==> config.mk <==
export PLATFORM = sky130hd
export DESIGN_NAME = tea_top
export DESIGN_NICKNAME = d
export VERILOG_FILES = /design/src/rtl/tea_pkg.sv /design/src/rtl/tea_irq_if.sv /design/src/rtl/tea_evt.sv /design/src/rtl/tea_irq.sv /design/src/rtl/tea_top.sv
export SDC_FILE = /design/constraint.sdc
export NUM_CORES = 1
export LEC_CHECK = 0
export BUFFER_PORTS_ARGS = -buffer_cell sky130_fd_sc_hd__buf_2
export CORE_MARGIN = 8
export CORE_UTILIZATION = 40
export DETAILED_ROUTE_END_ITERATION = 8
export PLACE_DENSITY = 0.65
export SETUP_SLACK_MARGIN = 0.3
export SKIP_LAST_GASP = 1
export SYNTH_ARGS = -nofsm -noshare
export SYNTH_HDL_FRONTEND = slang
export SYNTH_HIERARCHICAL = 1
export SYNTH_SLANG_ARGS = --single-unit
==> constraint.sdc <==
create_clock -name clk -period 5.32 [get_ports clk]
set_clock_uncertainty 0.15 [all_clocks]
set_input_delay 0.532 -clock clk [delete_from_list [all_inputs] [get_ports clk]]
set_output_delay 0.532 -clock clk [all_outputs]
set_load 0.05 [all_outputs]
==> src/rtl/tea_pkg.sv <==
// shared constants and types for the event timer block
package tea_pkg;
  // register indices; byte address is four times the index
  localparam logic [5:0] IDX_CLOCK_SELECT_ENABLE_CTRL   = 6'h00;
  localparam logic [5:0] IDX_WAVEFORM_CHANNEL_CTRL   = 6'h01;
  localparam logic [5:0] IDX_OUTPUT_VALUE_CTRL   = 6'h02;
  localparam logic [5:0] IDX_SPLIT_MODE_CTRL   = 6'h03;
  localparam logic [5:0] IDX_ECLR    = 6'h04;
  localparam logic [5:0] IDX_ESET    = 6'h05;
  localparam logic [5:0] IDX_FCLR    = 6'h06;
  localparam logic [5:0] IDX_FSET    = 6'h07;
  localparam logic [5:0] IDX_EVENT_INPUT_CONTROL  = 6'h09;
  localparam logic [5:0] IDX_INTEN   = 6'h0A;
  localparam logic [5:0] IDX_INTFLG  = 6'h0B;
  localparam logic [5:0] IDX_DBG     = 6'h0E;
  localparam logic [5:0] IDX_TEMP    = 6'h0F;
  localparam logic [5:0] IDX_CNT     = 6'h20;
  localparam logic [5:0] IDX_PER     = 6'h26;
  localparam logic [5:0] IDX_CHANNEL0_MATCH    = 6'h28;
  localparam logic [5:0] IDX_CHANNEL1_MATCH    = 6'h2A;
  localparam logic [5:0] IDX_CHANNEL2_MATCH    = 6'h2C;
  localparam logic [5:0] IDX_PERIOD_BUFFER  = 6'h36;
  localparam logic [5:0] IDX_COMPARE0_BUFFER = 6'h38;
  localparam logic [5:0] IDX_COMPARE1_BUFFER = 6'h3A;
  localparam logic [5:0] IDX_COMPARE2_BUFFER = 6'h3C;
  // field positions
  localparam int EN_BIT     = 0;
  localparam int CLKSEL_LSB = 1;
  localparam int DIR_BIT    = 0;
  localparam int LUPD_BIT   = 1;
  localparam int CMD_LSB    = 2;
  localparam int COUNT_ON_EVENT_ENABLE_BIT  = 0;
  localparam int EVENT_ACTION_SELECT_LSB  = 1;
  localparam int FLG_WRAP   = 0;
  localparam int FLG_HIGH_BYTE_UNDERFLOW   = 1;
  localparam int FLG_CMP    = 4;
  localparam int RUN_WHILE_HALTED_BIT = 0;
  // implemented flag and enable bits
  localparam logic [7:0]  FLG_MASK = 8'h73;
  // reset values
  localparam logic [7:0]  RST8     = 8'h00;
  localparam logic [15:0] RST16    = 16'h0000;
  localparam logic [15:0] PER_RST  = 16'hFFFF;
  localparam logic [9:0]  PRE_RST  = 10'h000;
  // event actions
  typedef enum logic [1:0] {
    EV_POS  = 2'b00,
    EV_ANY  = 2'b01,
    EV_HIGH = 2'b10,
    EV_UPDN = 2'b11
  } tea_event_action_select_e;
  // commands in the set-type control register
  typedef enum logic [1:0] {
    CMD_NONE    = 2'b00,
    CMD_UPDATE  = 2'b01,
    CMD_RESTART = 2'b10,
    CMD_RESET   = 2'b11
  } tea_cmd_e;
endpackage

==> src/rtl/tea_irq_if.sv <==
// flag set/clear and mask signals between timer core and flag block
`timescale 1ns/1ps
interface tea_irq_if;
  logic [7:0] set;    // hardware events, one-cycle pulses
  logic [7:0] clr;    // write-one-to-clear data
  logic [7:0] mask;   // enable bits, same layout as flags
  logic [7:0] flags;  // sticky flags
  modport core (input set, input clr, input mask, output flags);
  modport user (output set, output clr, output mask, input flags);
endinterface

==> src/rtl/tea_evt.sv <==
// event input synchroniser and action decoder
`timescale 1ns/1ps
module tea_evt (
  input  wire logic       clk,
  input  wire logic       srst,
  input  wire logic       evt_pin,
  input  wire logic [1:0] act,
  input  wire logic       tick,
  output logic            step,
  output logic            down
);
  logic s1_r, s2_r, prev_r;  // two-stage sync, then history
  wire  rise = s2_r & ~prev_r;
  wire  fall = ~s2_r & prev_r;

  // s1_r only feeds s2_r
  always_ff @(posedge clk) begin
    if (srst) begin
      s1_r   <= 1'b0;
      s2_r   <= 1'b0;
      prev_r <= 1'b0;
    end else begin
      s1_r   <= evt_pin;
      s2_r   <= s1_r;
      prev_r <= s2_r;
    end
  end

  // edge actions ignore the prescaler; level actions use it
  assign step = (act == tea_pkg::EV_POS)  ? rise :
                (act == tea_pkg::EV_ANY)  ? rise | fall :
                (act == tea_pkg::EV_HIGH) ? tick & s2_r :
                tick;
  assign down = s2_r;  // high level counts down
endmodule

==> src/rtl/tea_irq.sv <==
// sticky interrupt flags, mask and request output
`timescale 1ns/1ps
module tea_irq (
  input  wire logic clk,
  input  wire logic srst,
  tea_irq_if.core   bus,
  output logic      irq
);
  logic [7:0] flags_r;
  logic [7:0] flags_nxt;

  // hardware set wins over a same-cycle software clear
  assign flags_nxt = ((flags_r & ~bus.clr) | bus.set) & tea_pkg::FLG_MASK;

  always_ff @(posedge clk) begin
    if (srst) flags_r <= tea_pkg::RST8;
    else      flags_r <= flags_nxt;
  end

  assign bus.flags = flags_r;
  assign irq = |(flags_r & bus.mask);
endmodule

==> src/rtl/tea_top.sv <==
// timer with event input, interrupt flags and an AHB-Lite register map
`timescale 1ns/1ps
module tea_top (
  input  wire logic        clk,
  input  wire logic        srst,
  input  wire logic        hsel,
  input  wire logic [31:0] haddr,
  input  wire logic [1:0]  htrans,
  input  wire logic        hwrite,
  input  wire logic [2:0]  hsize,
  input  wire logic [31:0] hwdata,
  input  wire logic        hready,
  output logic             hreadyout,
  output logic             hresp,
  output logic [31:0]      hrdata,
  input  wire logic        evt_in,
  input  wire logic        sleep,
  input  wire logic        dbg_halt,
  output logic             irq
);
  // bus data-phase state
  logic        wp_r;          // write data phase pending
  logic [5:0]  widx_r;        // index of pending write
  logic [31:0] hrdata_r;      // read data, captured at address phase
  // control registers
  logic        en_r;
  logic [2:0]  clksel_r;
  logic [6:0]  waveform_channel_ctrl_r;       // stored only, waveform logic lives elsewhere
  logic [2:0]  output_value_ctrl_r;
  logic        split_r;
  logic        dir_r;
  logic        lupd_r;
  logic [3:0]  bv_r;          // buffer valid: channel2_match..channel0_match, period
  logic        count_on_event_enable_r;
  logic [1:0]  event_action_select_r;
  logic [7:0]  inten_r;
  logic        run_while_halted_r;
  logic [7:0]  temp_r;
  // count datapath
  logic [15:0] cnt_r;
  logic [15:0] per_r;
  logic [15:0] period_buffer_r;
  logic [15:0] cmp_r  [3];
  logic [15:0] cbuf_r [3];
  logic [9:0]  pre_r;         // prescaler
  logic [15:0] cnt_nxt;
  logic [7:0]  hw_set;
  logic        wrap;

  tea_irq_if irq_bus ();

  // address phase take and write strobes
  wire ap_take = hsel & htrans[1] & hready;
  wire [5:0] aidx = haddr[7:2];
  wire amap = (haddr[31:8] == 24'h000000) & (haddr[1:0] == 2'b00);
  wire [7:0] wd8 = hwdata[7:0];

  function automatic logic hit(input logic p, input logic [5:0] a,
                               input logic [5:0] b);
    hit = p & (a == b);
  endfunction

  // prescale mask: tick when the masked bits are all zero
  function automatic logic [9:0] div_mask(input logic [2:0] sel);
    case (sel)
      3'h0:    div_mask = 10'h000;
      3'h1:    div_mask = 10'h001;
      3'h2:    div_mask = 10'h003;
      3'h3:    div_mask = 10'h007;
      3'h4:    div_mask = 10'h00F;
      3'h5:    div_mask = 10'h03F;
      3'h6:    div_mask = 10'h0FF;
      default: div_mask = 10'h3FF;
    endcase
  endfunction

  wire w_clock_select_enable_ctrl = hit(wp_r, widx_r, tea_pkg::IDX_CLOCK_SELECT_ENABLE_CTRL);
  wire w_waveform_channel_ctrl = hit(wp_r, widx_r, tea_pkg::IDX_WAVEFORM_CHANNEL_CTRL);
  wire w_output_value_ctrl = hit(wp_r, widx_r, tea_pkg::IDX_OUTPUT_VALUE_CTRL);
  wire w_split_mode_ctrl = hit(wp_r, widx_r, tea_pkg::IDX_SPLIT_MODE_CTRL);
  wire w_eclr  = hit(wp_r, widx_r, tea_pkg::IDX_ECLR);
  wire w_eset  = hit(wp_r, widx_r, tea_pkg::IDX_ESET);
  wire w_fclr  = hit(wp_r, widx_r, tea_pkg::IDX_FCLR);
  wire w_fset  = hit(wp_r, widx_r, tea_pkg::IDX_FSET);
  wire w_ev    = hit(wp_r, widx_r, tea_pkg::IDX_EVENT_INPUT_CONTROL);
  wire w_inten = hit(wp_r, widx_r, tea_pkg::IDX_INTEN);
  wire w_flg   = hit(wp_r, widx_r, tea_pkg::IDX_INTFLG);
  wire w_dbg   = hit(wp_r, widx_r, tea_pkg::IDX_DBG);
  wire w_temp  = hit(wp_r, widx_r, tea_pkg::IDX_TEMP);
  wire w_cnt   = hit(wp_r, widx_r, tea_pkg::IDX_CNT);
  wire w_per   = hit(wp_r, widx_r, tea_pkg::IDX_PER);
  wire w_pbuf  = hit(wp_r, widx_r, tea_pkg::IDX_PERIOD_BUFFER);
  wire [2:0] w_cmp  = {hit(wp_r, widx_r, tea_pkg::IDX_CHANNEL2_MATCH),
                       hit(wp_r, widx_r, tea_pkg::IDX_CHANNEL1_MATCH),
                       hit(wp_r, widx_r, tea_pkg::IDX_CHANNEL0_MATCH)};
  wire [2:0] w_cbuf = {hit(wp_r, widx_r, tea_pkg::IDX_COMPARE2_BUFFER),
                       hit(wp_r, widx_r, tea_pkg::IDX_COMPARE1_BUFFER),
                       hit(wp_r, widx_r, tea_pkg::IDX_COMPARE0_BUFFER)};

  // commands issued through the set-type register
  wire [1:0] cmd = wd8[tea_pkg::CMD_LSB +: 2];
  wire cmd_upd = w_eset & (cmd == tea_pkg::CMD_UPDATE);
  wire cmd_rst = w_eset & (cmd == tea_pkg::CMD_RESTART);

  // run qualification: sleep always halts, debug halt unless allowed
  wire halt = sleep | (dbg_halt & ~run_while_halted_r);
  wire run  = en_r & ~halt;
  wire tick = run & ((pre_r & div_mask(clksel_r)) == 10'h000);

  // event path; dual mode and a clear enable bit bypass it
  logic ev_step;
  logic ev_down;
  tea_evt u_evt (
    .clk     (clk),
    .srst    (srst),
    .evt_pin (evt_in),
    .act     (event_action_select_r),
    .tick    (tick),
    .step    (ev_step),
    .down    (ev_down)
  );
  wire ev_on = count_on_event_enable_r & ~split_r;
  wire step  = ev_on ? (ev_step & run) : tick;
  wire down  = (ev_on & (event_action_select_r == tea_pkg::EV_UPDN)) ? ev_down
                                                       : dir_r;

  // next count and hardware flag events
  always_comb begin
    cnt_nxt = cnt_r;
    hw_set  = 8'h00;
    wrap    = 1'b0;
    if (split_r) begin
      if (tick) begin
        // two independent down counters reloading from period bytes
        cnt_nxt[7:0]  = (cnt_r[7:0] == 8'h00) ? per_r[7:0]
                                              : cnt_r[7:0] - 8'h01;
        cnt_nxt[15:8] = (cnt_r[15:8] == 8'h00) ? per_r[15:8]
                                               : cnt_r[15:8] - 8'h01;
        hw_set[tea_pkg::FLG_WRAP] = (cnt_r[7:0] == 8'h00);
        hw_set[tea_pkg::FLG_HIGH_BYTE_UNDERFLOW] = (cnt_r[15:8] == 8'h00);
        for (int i = 0; i < 3; i++) begin
          // only low byte compares flag
          hw_set[tea_pkg::FLG_CMP + i] = (cnt_r[7:0] == cmp_r[i][7:0]);
        end
      end
    end else if (step) begin
      if (down) begin
        wrap    = (cnt_r == 16'h0000);
        cnt_nxt = wrap ? per_r : cnt_r - 16'h0001;
      end else begin
        wrap    = (cnt_r == per_r);
        cnt_nxt = wrap ? 16'h0000 : cnt_r + 16'h0001;
      end
      hw_set[tea_pkg::FLG_WRAP] = wrap;
      for (int i = 0; i < 3; i++) begin
        hw_set[tea_pkg::FLG_CMP + i] = (cnt_r == cmp_r[i]);
      end
    end
  end

  // buffer transfer at wrap unless locked or in dual mode; command forces it
  wire do_upd = (wrap & ~lupd_r & ~split_r) | cmd_upd;
  wire [3:0] bv_wr = {w_cbuf, w_pbuf};
  wire [3:0] bv_nxt = ((bv_r & ~{4{do_upd}}) & ~({4{w_fclr}} & wd8[3:0]))
                      | ({4{w_fset}} & wd8[3:0]) | bv_wr;

  // flag block hookup
  assign irq_bus.set  = hw_set;
  assign irq_bus.clr  = w_flg ? wd8 : 8'h00;
  assign irq_bus.mask = inten_r;
  tea_irq u_irq (
    .clk  (clk),
    .srst (srst),
    .bus  (irq_bus),
    .irq  (irq)
  );

  // bus phase tracking and read capture
  always_ff @(posedge clk) begin
    if (srst) begin
      wp_r     <= 1'b0;
      widx_r   <= 6'h00;
      hrdata_r <= 32'h00000000;
    end else begin
      wp_r   <= ap_take & hwrite & amap;
      widx_r <= aidx;
      if (ap_take & ~hwrite) hrdata_r <= amap ? rd_word(aidx) : 32'h0;
    end
  end

  // read selection; clear and set registers read the same status
  function automatic logic [31:0] rd_word(input logic [5:0] a);
    logic [15:0] v;
    v = 16'h0000;
    case (a)
      tea_pkg::IDX_CLOCK_SELECT_ENABLE_CTRL:   v = {12'h000, clksel_r, en_r};
      tea_pkg::IDX_WAVEFORM_CHANNEL_CTRL:   v = {9'h000, waveform_channel_ctrl_r};
      tea_pkg::IDX_OUTPUT_VALUE_CTRL:   v = {13'h0000, output_value_ctrl_r};
      tea_pkg::IDX_SPLIT_MODE_CTRL:   v = {15'h0000, split_r};
      tea_pkg::IDX_ECLR,
      tea_pkg::IDX_ESET:    v = {14'h0000, lupd_r, dir_r};
      tea_pkg::IDX_FCLR,
      tea_pkg::IDX_FSET:    v = {12'h000, bv_r};
      tea_pkg::IDX_EVENT_INPUT_CONTROL:  v = {13'h0000, event_action_select_r, count_on_event_enable_r};
      tea_pkg::IDX_INTEN:   v = {8'h00, inten_r};
      tea_pkg::IDX_INTFLG:  v = {8'h00, irq_bus.flags};
      tea_pkg::IDX_DBG:     v = {15'h0000, run_while_halted_r};
      tea_pkg::IDX_TEMP:    v = {8'h00, temp_r};
      tea_pkg::IDX_CNT:     v = cnt_r;
      tea_pkg::IDX_PER:     v = per_r;
      tea_pkg::IDX_CHANNEL0_MATCH:    v = cmp_r[0];
      tea_pkg::IDX_CHANNEL1_MATCH:    v = cmp_r[1];
      tea_pkg::IDX_CHANNEL2_MATCH:    v = cmp_r[2];
      tea_pkg::IDX_PERIOD_BUFFER:  v = period_buffer_r;
      tea_pkg::IDX_COMPARE0_BUFFER: v = cbuf_r[0];
      tea_pkg::IDX_COMPARE1_BUFFER: v = cbuf_r[1];
      tea_pkg::IDX_COMPARE2_BUFFER: v = cbuf_r[2];
      default:              v = 16'h0000;
    endcase
    rd_word = {16'h0000, v};
  endfunction

  // control registers; software write wins over hardware update
  always_ff @(posedge clk) begin
    if (srst) begin
      en_r     <= 1'b0;
      clksel_r <= 3'h0;
      waveform_channel_ctrl_r  <= 7'h00;
      output_value_ctrl_r  <= 3'h0;
      split_r  <= 1'b0;
      dir_r    <= 1'b0;
      lupd_r   <= 1'b0;
      bv_r     <= 4'h0;
      count_on_event_enable_r  <= 1'b0;
      event_action_select_r  <= 2'b00;
      inten_r  <= tea_pkg::RST8;
      run_while_halted_r <= 1'b0;
      temp_r   <= tea_pkg::RST8;
    end else begin
      if (w_clock_select_enable_ctrl) {clksel_r, en_r} <= wd8[3:0];
      if (w_waveform_channel_ctrl) waveform_channel_ctrl_r <= wd8[6:0];
      if (w_output_value_ctrl) output_value_ctrl_r <= wd8[2:0];
      if (w_split_mode_ctrl) split_r <= wd8[0];
      if (w_ev) begin
        count_on_event_enable_r <= wd8[tea_pkg::COUNT_ON_EVENT_ENABLE_BIT];
        event_action_select_r <= wd8[tea_pkg::EVENT_ACTION_SELECT_LSB +: 2];
      end
      if (w_inten) inten_r <= wd8 & tea_pkg::FLG_MASK;
      if (w_dbg)   run_while_halted_r <= wd8[tea_pkg::RUN_WHILE_HALTED_BIT];
      if (w_temp)  temp_r <= wd8;
      // one clears, zero leaves; restart also clears direction
      if (w_eclr | cmd_rst)
        dir_r <= dir_r & ~(wd8[tea_pkg::DIR_BIT] | cmd_rst);
      else if (w_eset)
        dir_r <= dir_r | wd8[tea_pkg::DIR_BIT];
      if (w_eclr)
        lupd_r <= lupd_r & ~wd8[tea_pkg::LUPD_BIT];
      else if (w_eset)
        lupd_r <= lupd_r | wd8[tea_pkg::LUPD_BIT];
      bv_r <= bv_nxt;
    end
  end

  // count, period, compare and buffers
  always_ff @(posedge clk) begin
    if (srst) begin
      cnt_r    <= tea_pkg::RST16;
      per_r    <= tea_pkg::PER_RST;
      period_buffer_r <= tea_pkg::PER_RST;
      pre_r    <= tea_pkg::PRE_RST;
      for (int i = 0; i < 3; i++) begin
        cmp_r[i]  <= tea_pkg::RST16;
        cbuf_r[i] <= tea_pkg::RST16;
      end
    end else begin
      // prescaler stops with the counter, so sleep freezes it too
      if (run) pre_r <= pre_r + 10'h001;
      if (w_cnt)        cnt_r <= hwdata[15:0];
      else if (cmd_rst) cnt_r <= tea_pkg::RST16;
      else              cnt_r <= cnt_nxt;
      if (w_per)                   per_r <= hwdata[15:0];
      else if (do_upd & bv_r[0])   per_r <= period_buffer_r;
      if (w_pbuf) period_buffer_r <= hwdata[15:0];
      for (int i = 0; i < 3; i++) begin
        if (w_cmp[i])                    cmp_r[i] <= hwdata[15:0];
        else if (do_upd & bv_r[i + 1])   cmp_r[i] <= cbuf_r[i];
        if (w_cbuf[i]) cbuf_r[i] <= hwdata[15:0];
      end
    end
  end

  // bus answers: zero wait, always OKAY
  assign hreadyout = 1'b1;
  assign hresp     = 1'b0;
  assign hrdata    = hrdata_r;

  wire quiet = !w_cnt && !cmd_rst;
endmodule

==> impl_metrics.py, run 1 <==
metrics = {
    "clock_network": {
        "clock_path_buffers": 3,
        "ctsResizeCount": 0,
        "clockRootBuffer": "clkbuf_16",
        "clock_sinks": 223,
        "clk_latency_ns": 0.55,
        "path_clk_slew_ns": 0.06,
        "numCtsBuffers": 26,
        "cts_tree": "yes",
        "hold_buffers": 0,
        "post_cts_buffers": 0,
        "cts_htree_levels": 1,
    },
    "critical_path": {
        "regToRegEndpoint": "cmp_r[0][5]",
        "cp.arrival_ns": 4.47,
        "max_stage_delay_ns": 0.67,
        "worstSetupPathType": "reg2reg",
        "cp-start-kind": "flop",
        "r2r_slack_ns": 1.06,
        "critPathSlowestCell": "nor4b_1",
        "crit_family": "simple AND/OR/NAND/NOR gates",
        "ff2ff_path_depth": 13,
        "cp_num_buf_inv": 3,
        "path_cells": "nand2b_1 -> and3b_1 -> buf_4 -> nor4b_1 -> or2b_1 -> o221a_1 -> and3_1 -> a21oi_1 -> buf_4 -> o41ai_4 -> buf_4 -> a21oi_2 -> o31ai_1",
        "critPathMaxFanout": 36,
        "cp-end-kind": "flop",
        "cp.required_ns": 5.53,
        "r2r_start": "run_while_halted_r",
        "crit_top_cell": "buf_4",
    },
    "final_layout": {
        "multi_input_area_mm2": 0.00668,
        "syn_to_final_growth_pct": 12.1,
        "regArea_mm2": 0.00543,
        "final_util_pct": 45.4,
        "drive_gt1_share_pct": 11.7,
        "fin_nets": 1556,
        "diodes": 0,
        "n_fill_cell": 3063,
        "fin_area_mm2": 0.0143,
    },
    "floorplan": {
        "io_pins": 112,
        "die_x_um": 195,
        "rows": 65,
        "core_area_mm2": 0.0316,
        "die_h_um": 195,
        "dieArea_mm2": 0.0380,
        "start_util_pct": 40.5,
    },
    "flow_run": {
        "maxCapViolations": 0,
    },
    "timing": {
        "fin_crit_ns": 4.26,
        "setup_viol": 0,
        "min_period_over_period_pct": 80.1,
        "max_slew_margin_pct": 22.8,
        "tightestPinTransition_ns": 1.16,
        "tns_ns": 0,
        "slew_viol_final": 0,
        "fmaxAchievable_ghz": 0.235,
        "rsz0062_at_grt": "no",
        "hold_violations": 0,
    },
    "placed_design": {
        "io_buffers": 73,
        "dpl.hpwl_mm": 31.5,
        "dpl_cell_area_mm2": 0.0134,
        "place.gp.congestion": 0.960,
    },
    "routing": {
        "drt_iter0_drc": 1874,
        "vias_per_cell": 6.22,
        "ant_nets": 0,
        "dr.pass1.iters": 8,
        "vias": 11800,
        "drc": 0,
        "wl_per_cell_um": 24.4,
        "wl_mm": 46.2,
    },
    "grt": {
        "busiest_layer": "met2",
        "grt_remaining_overflow": 0,
        "met2_usage_pct": 37.1,
        "antenna_found_initial": 0,
        "grt_max_degree": 90,
        "global_route.usage.met3_pct": 3.83,
        "use_met1_pct": 31.6,
        "grt_pass1_vias": 11100,
        "grt_usage_pct": 23.3,
        "grt_pass1_wl_mm": 69.5,
    },
    "pwr": {
        "pwr_density_cell_mw_per_mm2": 275,
        "combPwrFrac_pct": 5.3,
        "netSwitchingFraction_pct": 24.1,
        "ir_drop_uv": 183,
        "internal_power_uw": 3000,
        "leakagePower_uw": 0.00515,
        "clockPowerShare_pct": 47.9,
        "seqPwrFrac_pct": 46.8,
        "switchingPower_uw": 951,
    },
    "min_path": {
        "min-delay-start": "hwrite",
        "holdPathEnd": "wp_r",
        "hp-class": "in2reg",
        "hold_depth": 3,
    },
    "yosys": {
        "yosysWarningCount": 6,
        "syn_area_per_cell_um2": 8.80,
        "synth_cells": 1453,
        "syn_area_mm2": 0.0128,
    },
    "run_status": {
        "status": "finished, final reports clean",
    },
}
-- worst max path at each step --
stage,depth (start not counted),end,start,slack [ns]
floorplan,13,cmp_r[0][0],dbg_halt,1.50
CTS,13,cmp_r[0][5],run_while_halted_r,1.12
finish,13,cmp_r[0][5],run_while_halted_r,1.06
global placement,14,cmp_r[0][1],dbg_halt,1.07
detailed placement,14,cmp_r[0][5],dbg_halt,0.93
global route,13,cmp_r[0][2],run_while_halted_r,0.81
-- worst reg2reg max path, stage by stage (launching register included) --
cell,delay [ns]
dfxtp_1,0.40
nand2b_1,0.14
and3b_1,0.15
buf_4,0.17
nor4b_1,0.67
or2b_1,0.19
o221a_1,0.17
and3_1,0.17
a21oi_1,0.05
buf_4,0.24
o41ai_4,0.32
buf_4,0.46
a21oi_2,0.41
o31ai_1,0.39
-- sequential cells by signal, indices dropped and copies added, names as in the netlist, 2 cells and up, named ones only --
signal	flops
temp_r	8
hrdata	16
clksel_r	3
inten_r	5
waveform_channel_ctrl_r	7
bv_r	4
cmp_r	48
output_value_ctrl_r	3
cbuf_r	48
period_buffer_r	16
widx_r	6
cnt_r	16
u_irq/bus.flags	5
pre_r	10
event_action_select_r	2
per_r	16
-- layout make-up --
| type | count | area share, % |
|---|---|---|
| clock inverter | 20 | 1.46 |
| clock buffer | 28 | 4.81 |
| multi-input combinational | 1063 | 46.6 |
| tap | 402 | 3.51 |
| sequential | 223 | 37.8 |
| timing repair buffer | 111 | 4.56 |
| inverter | 48 | 1.26 |
-- cell usage in the layout (no fill, tap or decap), drive strengths merged, types with 15 or more instances in the layout --
cell type,instances
a211oi,20
a21oi,93
a221oi,22
a22oi,45
a31oi,17
buf,111
clkbuf,28
conb,21
dfxtp,127
edfxtp,96
inv,47
mux2i,65
nand2,124
nand2b,15
nand3,67
nand4,22
nor2,149
nor2b,16
nor3,39
nor4,32
o21ai,52
o31ai,18
xnor2,38
xor2,55
-- metrics by stage --
step | hold WS [ns] | total power, µW | setup WS (ns) | instances
after detailed placement | 0.277 | 2090 | 0.930 | 1847
final | 0.0844 | 3950 | 1.06 | 1895
after global placement | 0.289 | 2090 | 1.07 | 1847
after global routing | 0.0914 | 4040 | 0.808 | 1895
after CTS | 0.0692 | 3950 | 1.12 | 1895
after floorplan | 0.264 | 2000 | 1.50 | 1471
-- routing by layer --
metal / share of wire, % / up-vias
met5: 0 / -
met4: 3.1 / 0
met3: 9.8 / 97
met2: 45 / 654
met1: 42 / 5672
li1: - / 5361
-- power groups by stage --
stage          registers, µW  clock network, µW  logic (µW)
3_3_place_gp            1880                  0         203
6_report                1850               1890         208
5_1_grt                 1850               1970         220
3_5_place_dp            1880                  0         204
4_1_cts                 1850               1900         205
2_1_floorplan           1870                  0         135
Power figures use the tool's default switching activity.
==> run 2, diff against run 1 <==
==> constraint.sdc (replaced) <==
create_clock -name clk -period 4 [get_ports clk]
set_clock_uncertainty 0.15 [all_clocks]
set_input_delay 0.4 -clock clk [delete_from_list [all_inputs] [get_ports clk]]
set_output_delay 0.4 -clock clk [all_outputs]
set_load 0.05 [all_outputs]
==> impl_metrics.py, run 2 (same netlist as run 1, synthesis figures left out) <==
metrics = {
    "final_layout": {
        "reg.largest.list": "cbuf_r (48), cmp_r (48)",
        "syn_to_final_growth_pct": 14.4,
        "fin_nets": 1591,
        "n_fill_cell": 3071,
        "final_common_cell": "nor2_1",
        "regArea_mm2": 0.00543,
        "mostFrequentLayoutCells": "nor2_1, dfxtp_1, nand2_1, edfxtp_1, a21oi_1",
        "multi_input_area_mm2": 0.00668,
        "final_util_pct": 46.4,
        "drive_gt1_share_pct": 13.8,
        "diodes": 0,
    },
    "clock_network": {
        "numCtsBuffers": 27,
        "clock_path_buffers": 3,
        "clockRootBuffer": "clkbuf_16",
        "clk_latency_ns": 0.55,
        "clock_sinks": 223,
        "path_clk_slew_ns": 0.06,
        "cts_tree": "yes",
        "cts_htree_levels": 1,
    },
    "floorplan": {
        "io_pins": 112,
        "die_x_um": 195,
        "die_h_um": 195,
        "start_util_pct": 40.5,
        "rows": 65,
        "dieArea_mm2": 0.0380,
        "core_area_mm2": 0.0316,
    },
    "timing": {
        "slew_viol_final": 0,
        "setup_viol": 0,
        "max_slew_margin_pct": 24.2,
        "min_period_over_period_pct": 86.7,
        "rsz0062_at_grt": "no",
        "tns_ns": 0,
        "fmaxAchievable_ghz": 0.288,
        "tightestPinTransition_ns": 1.12,
        "hold_violations": 0,
        "fin_crit_ns": 3.47,
    },
    "grt": {
        "grt_pass1_wl_mm": 72.6,
        "grt_pass1_vias": 11700,
        "antenna_found_initial": 0,
        "grt_usage_pct": 24.5,
        "grt_max_degree": 47,
        "grt_remaining_overflow": 0,
    },
    "routing": {
        "routed.top_layer": "met4",
        "dr_wl_met3_mm": 5.20,
        "wl_per_cell_um": 25.0,
        "ant_nets": 0,
        "vias": 12300,
        "dr.pass1.iters": 8,
        "routed-wl-met2_mm": 21.4,
        "drt_iter0_drc": 1789,
        "drt-met1-wl_mm": 19.6,
        "vias_per_cell": 6.35,
        "wl_mm": 48.4,
        "drc": 0,
    },
    "run_status": {
        "status": "finished, final reports clean",
    },
    "critical_path": {
        "cp.arrival_ns": 3.59,
        "ff2ff_path_depth": 13,
        "cp-start-kind": "flop",
        "worstSetupPathType": "reg2reg",
        "critPathMaxFanout": 16,
        "cp-end-kind": "flop",
        "max_stage_delay_ns": 0.51,
        "critPathSlowestCell": "dfxtp_1",
        "crit_cells": 13,
        "crit_top_cell": "buf_4",
        "path_cells": "o22ai_1 -> a21boi_0 -> nor4b_2 -> buf_4 -> or2b_1 -> o221a_1 -> and3_1 -> a21oi_1 -> buf_4 -> o41a_1 -> nor2_2 -> a211o_1 -> buf_4",
        "crit_family": "compound AO/OA/AOI/OAI gates",
        "cp.required_ns": 4.12,
        "cp_num_buf_inv": 3,
    },
    "flow_run": {
        "maxCapViolations": 0,
    },
    "placed_design": {
        "dpl.hpwl_mm": 33.2,
        "place.gp.congestion": 0.989,
        "io_buffers": 73,
    },
    "pwr": {
        "leakagePower_uw": 0.00535,
        "ir_drop_uv": 330,
        "pwr_density_cell_mw_per_mm2": 359,
    },
    "min_path": {
        "hold_depth": 3,
        "hp-class": "in2reg",
    },
}
==> run 2: cell types whose count changed in the layout (fill, tap and decap cells not counted), sizes merged <==
| cell | before | now |
|---|---|---|
| clkinvlp | 4 | 2 |
| clkinv | 13 | 12 |
| clkbuf | 28 | 34 |
| buf | 111 | 142 |
| bufinv | 4 | 3 |
| dlygate4sd3 | 0 | 3 |
==> run 2: final timing paths <==
path                          to  slack (ns)   startpoint
max                 cmp_r[0][14]        0.53  clksel_r[1]
min          period_buffer_r[10]        0.04   hwdata[10]
max reg2reg         cmp_r[0][14]        0.53  clksel_r[1]
min reg2reg           u_evt/down        0.30   u_evt/s1_r
==> run 2: power by group <==
part	total, µW	switching, µW	internal [µW]
Sequential	2450	37.2	2420
Clock	2520	1020	1500
Combinational	286	216	70.6
Total	5260	1270	3990
==> run 2: timing repair <==
action | 4_1_cts | 5_1_grt
gates resized for setup | 0 | 7
hold endpoints to repair | 2 | 0
hold buffers | 3 | 0
buffers inserted | 0 | 0
setup endpoints to repair | 0 | 106
==> run 2: stage by stage <==
stage          setup slack, ns  instance area [µm²]  power (µW)  hold slack (ns)  cells
2_1_floorplan            0.308                12900        2660            0.264   1471
3_3_place_gp             0.408                13700        2780            0.290   1878
3_5_place_dp             0.388                13700        2780            0.284   1878
4_1_cts                  0.396                14600        5290           0.0238   1931
5_1_grt                  0.342                14600        5400           0.0412   1931
6_report                 0.531                14600        5260           0.0364   1931
==> run 2: tightest hold or removal path, delay by kind of cell <==
kind	cells	cell delay, ns
buf+inv	1	0.15
mux	1	0.09
simple gates	1	0.06
==> run 2: per-layer routing <==
metal  GRT usage, %  vias up
met2           38.9      800
met1           32.7     5881
li1               -     5418
met5              0        -
met3           4.13      166
met4           10.2        0
==> run 2: cell type report <==
class	instances	share of cell area, %
tap	402	3.44
clock buffer	34	5.07
clock inverter	16	1.13
multi-input combinational	1063	45.6
timing repair buffer	145	6.42
inverter	48	1.23
sequential	223	37.1
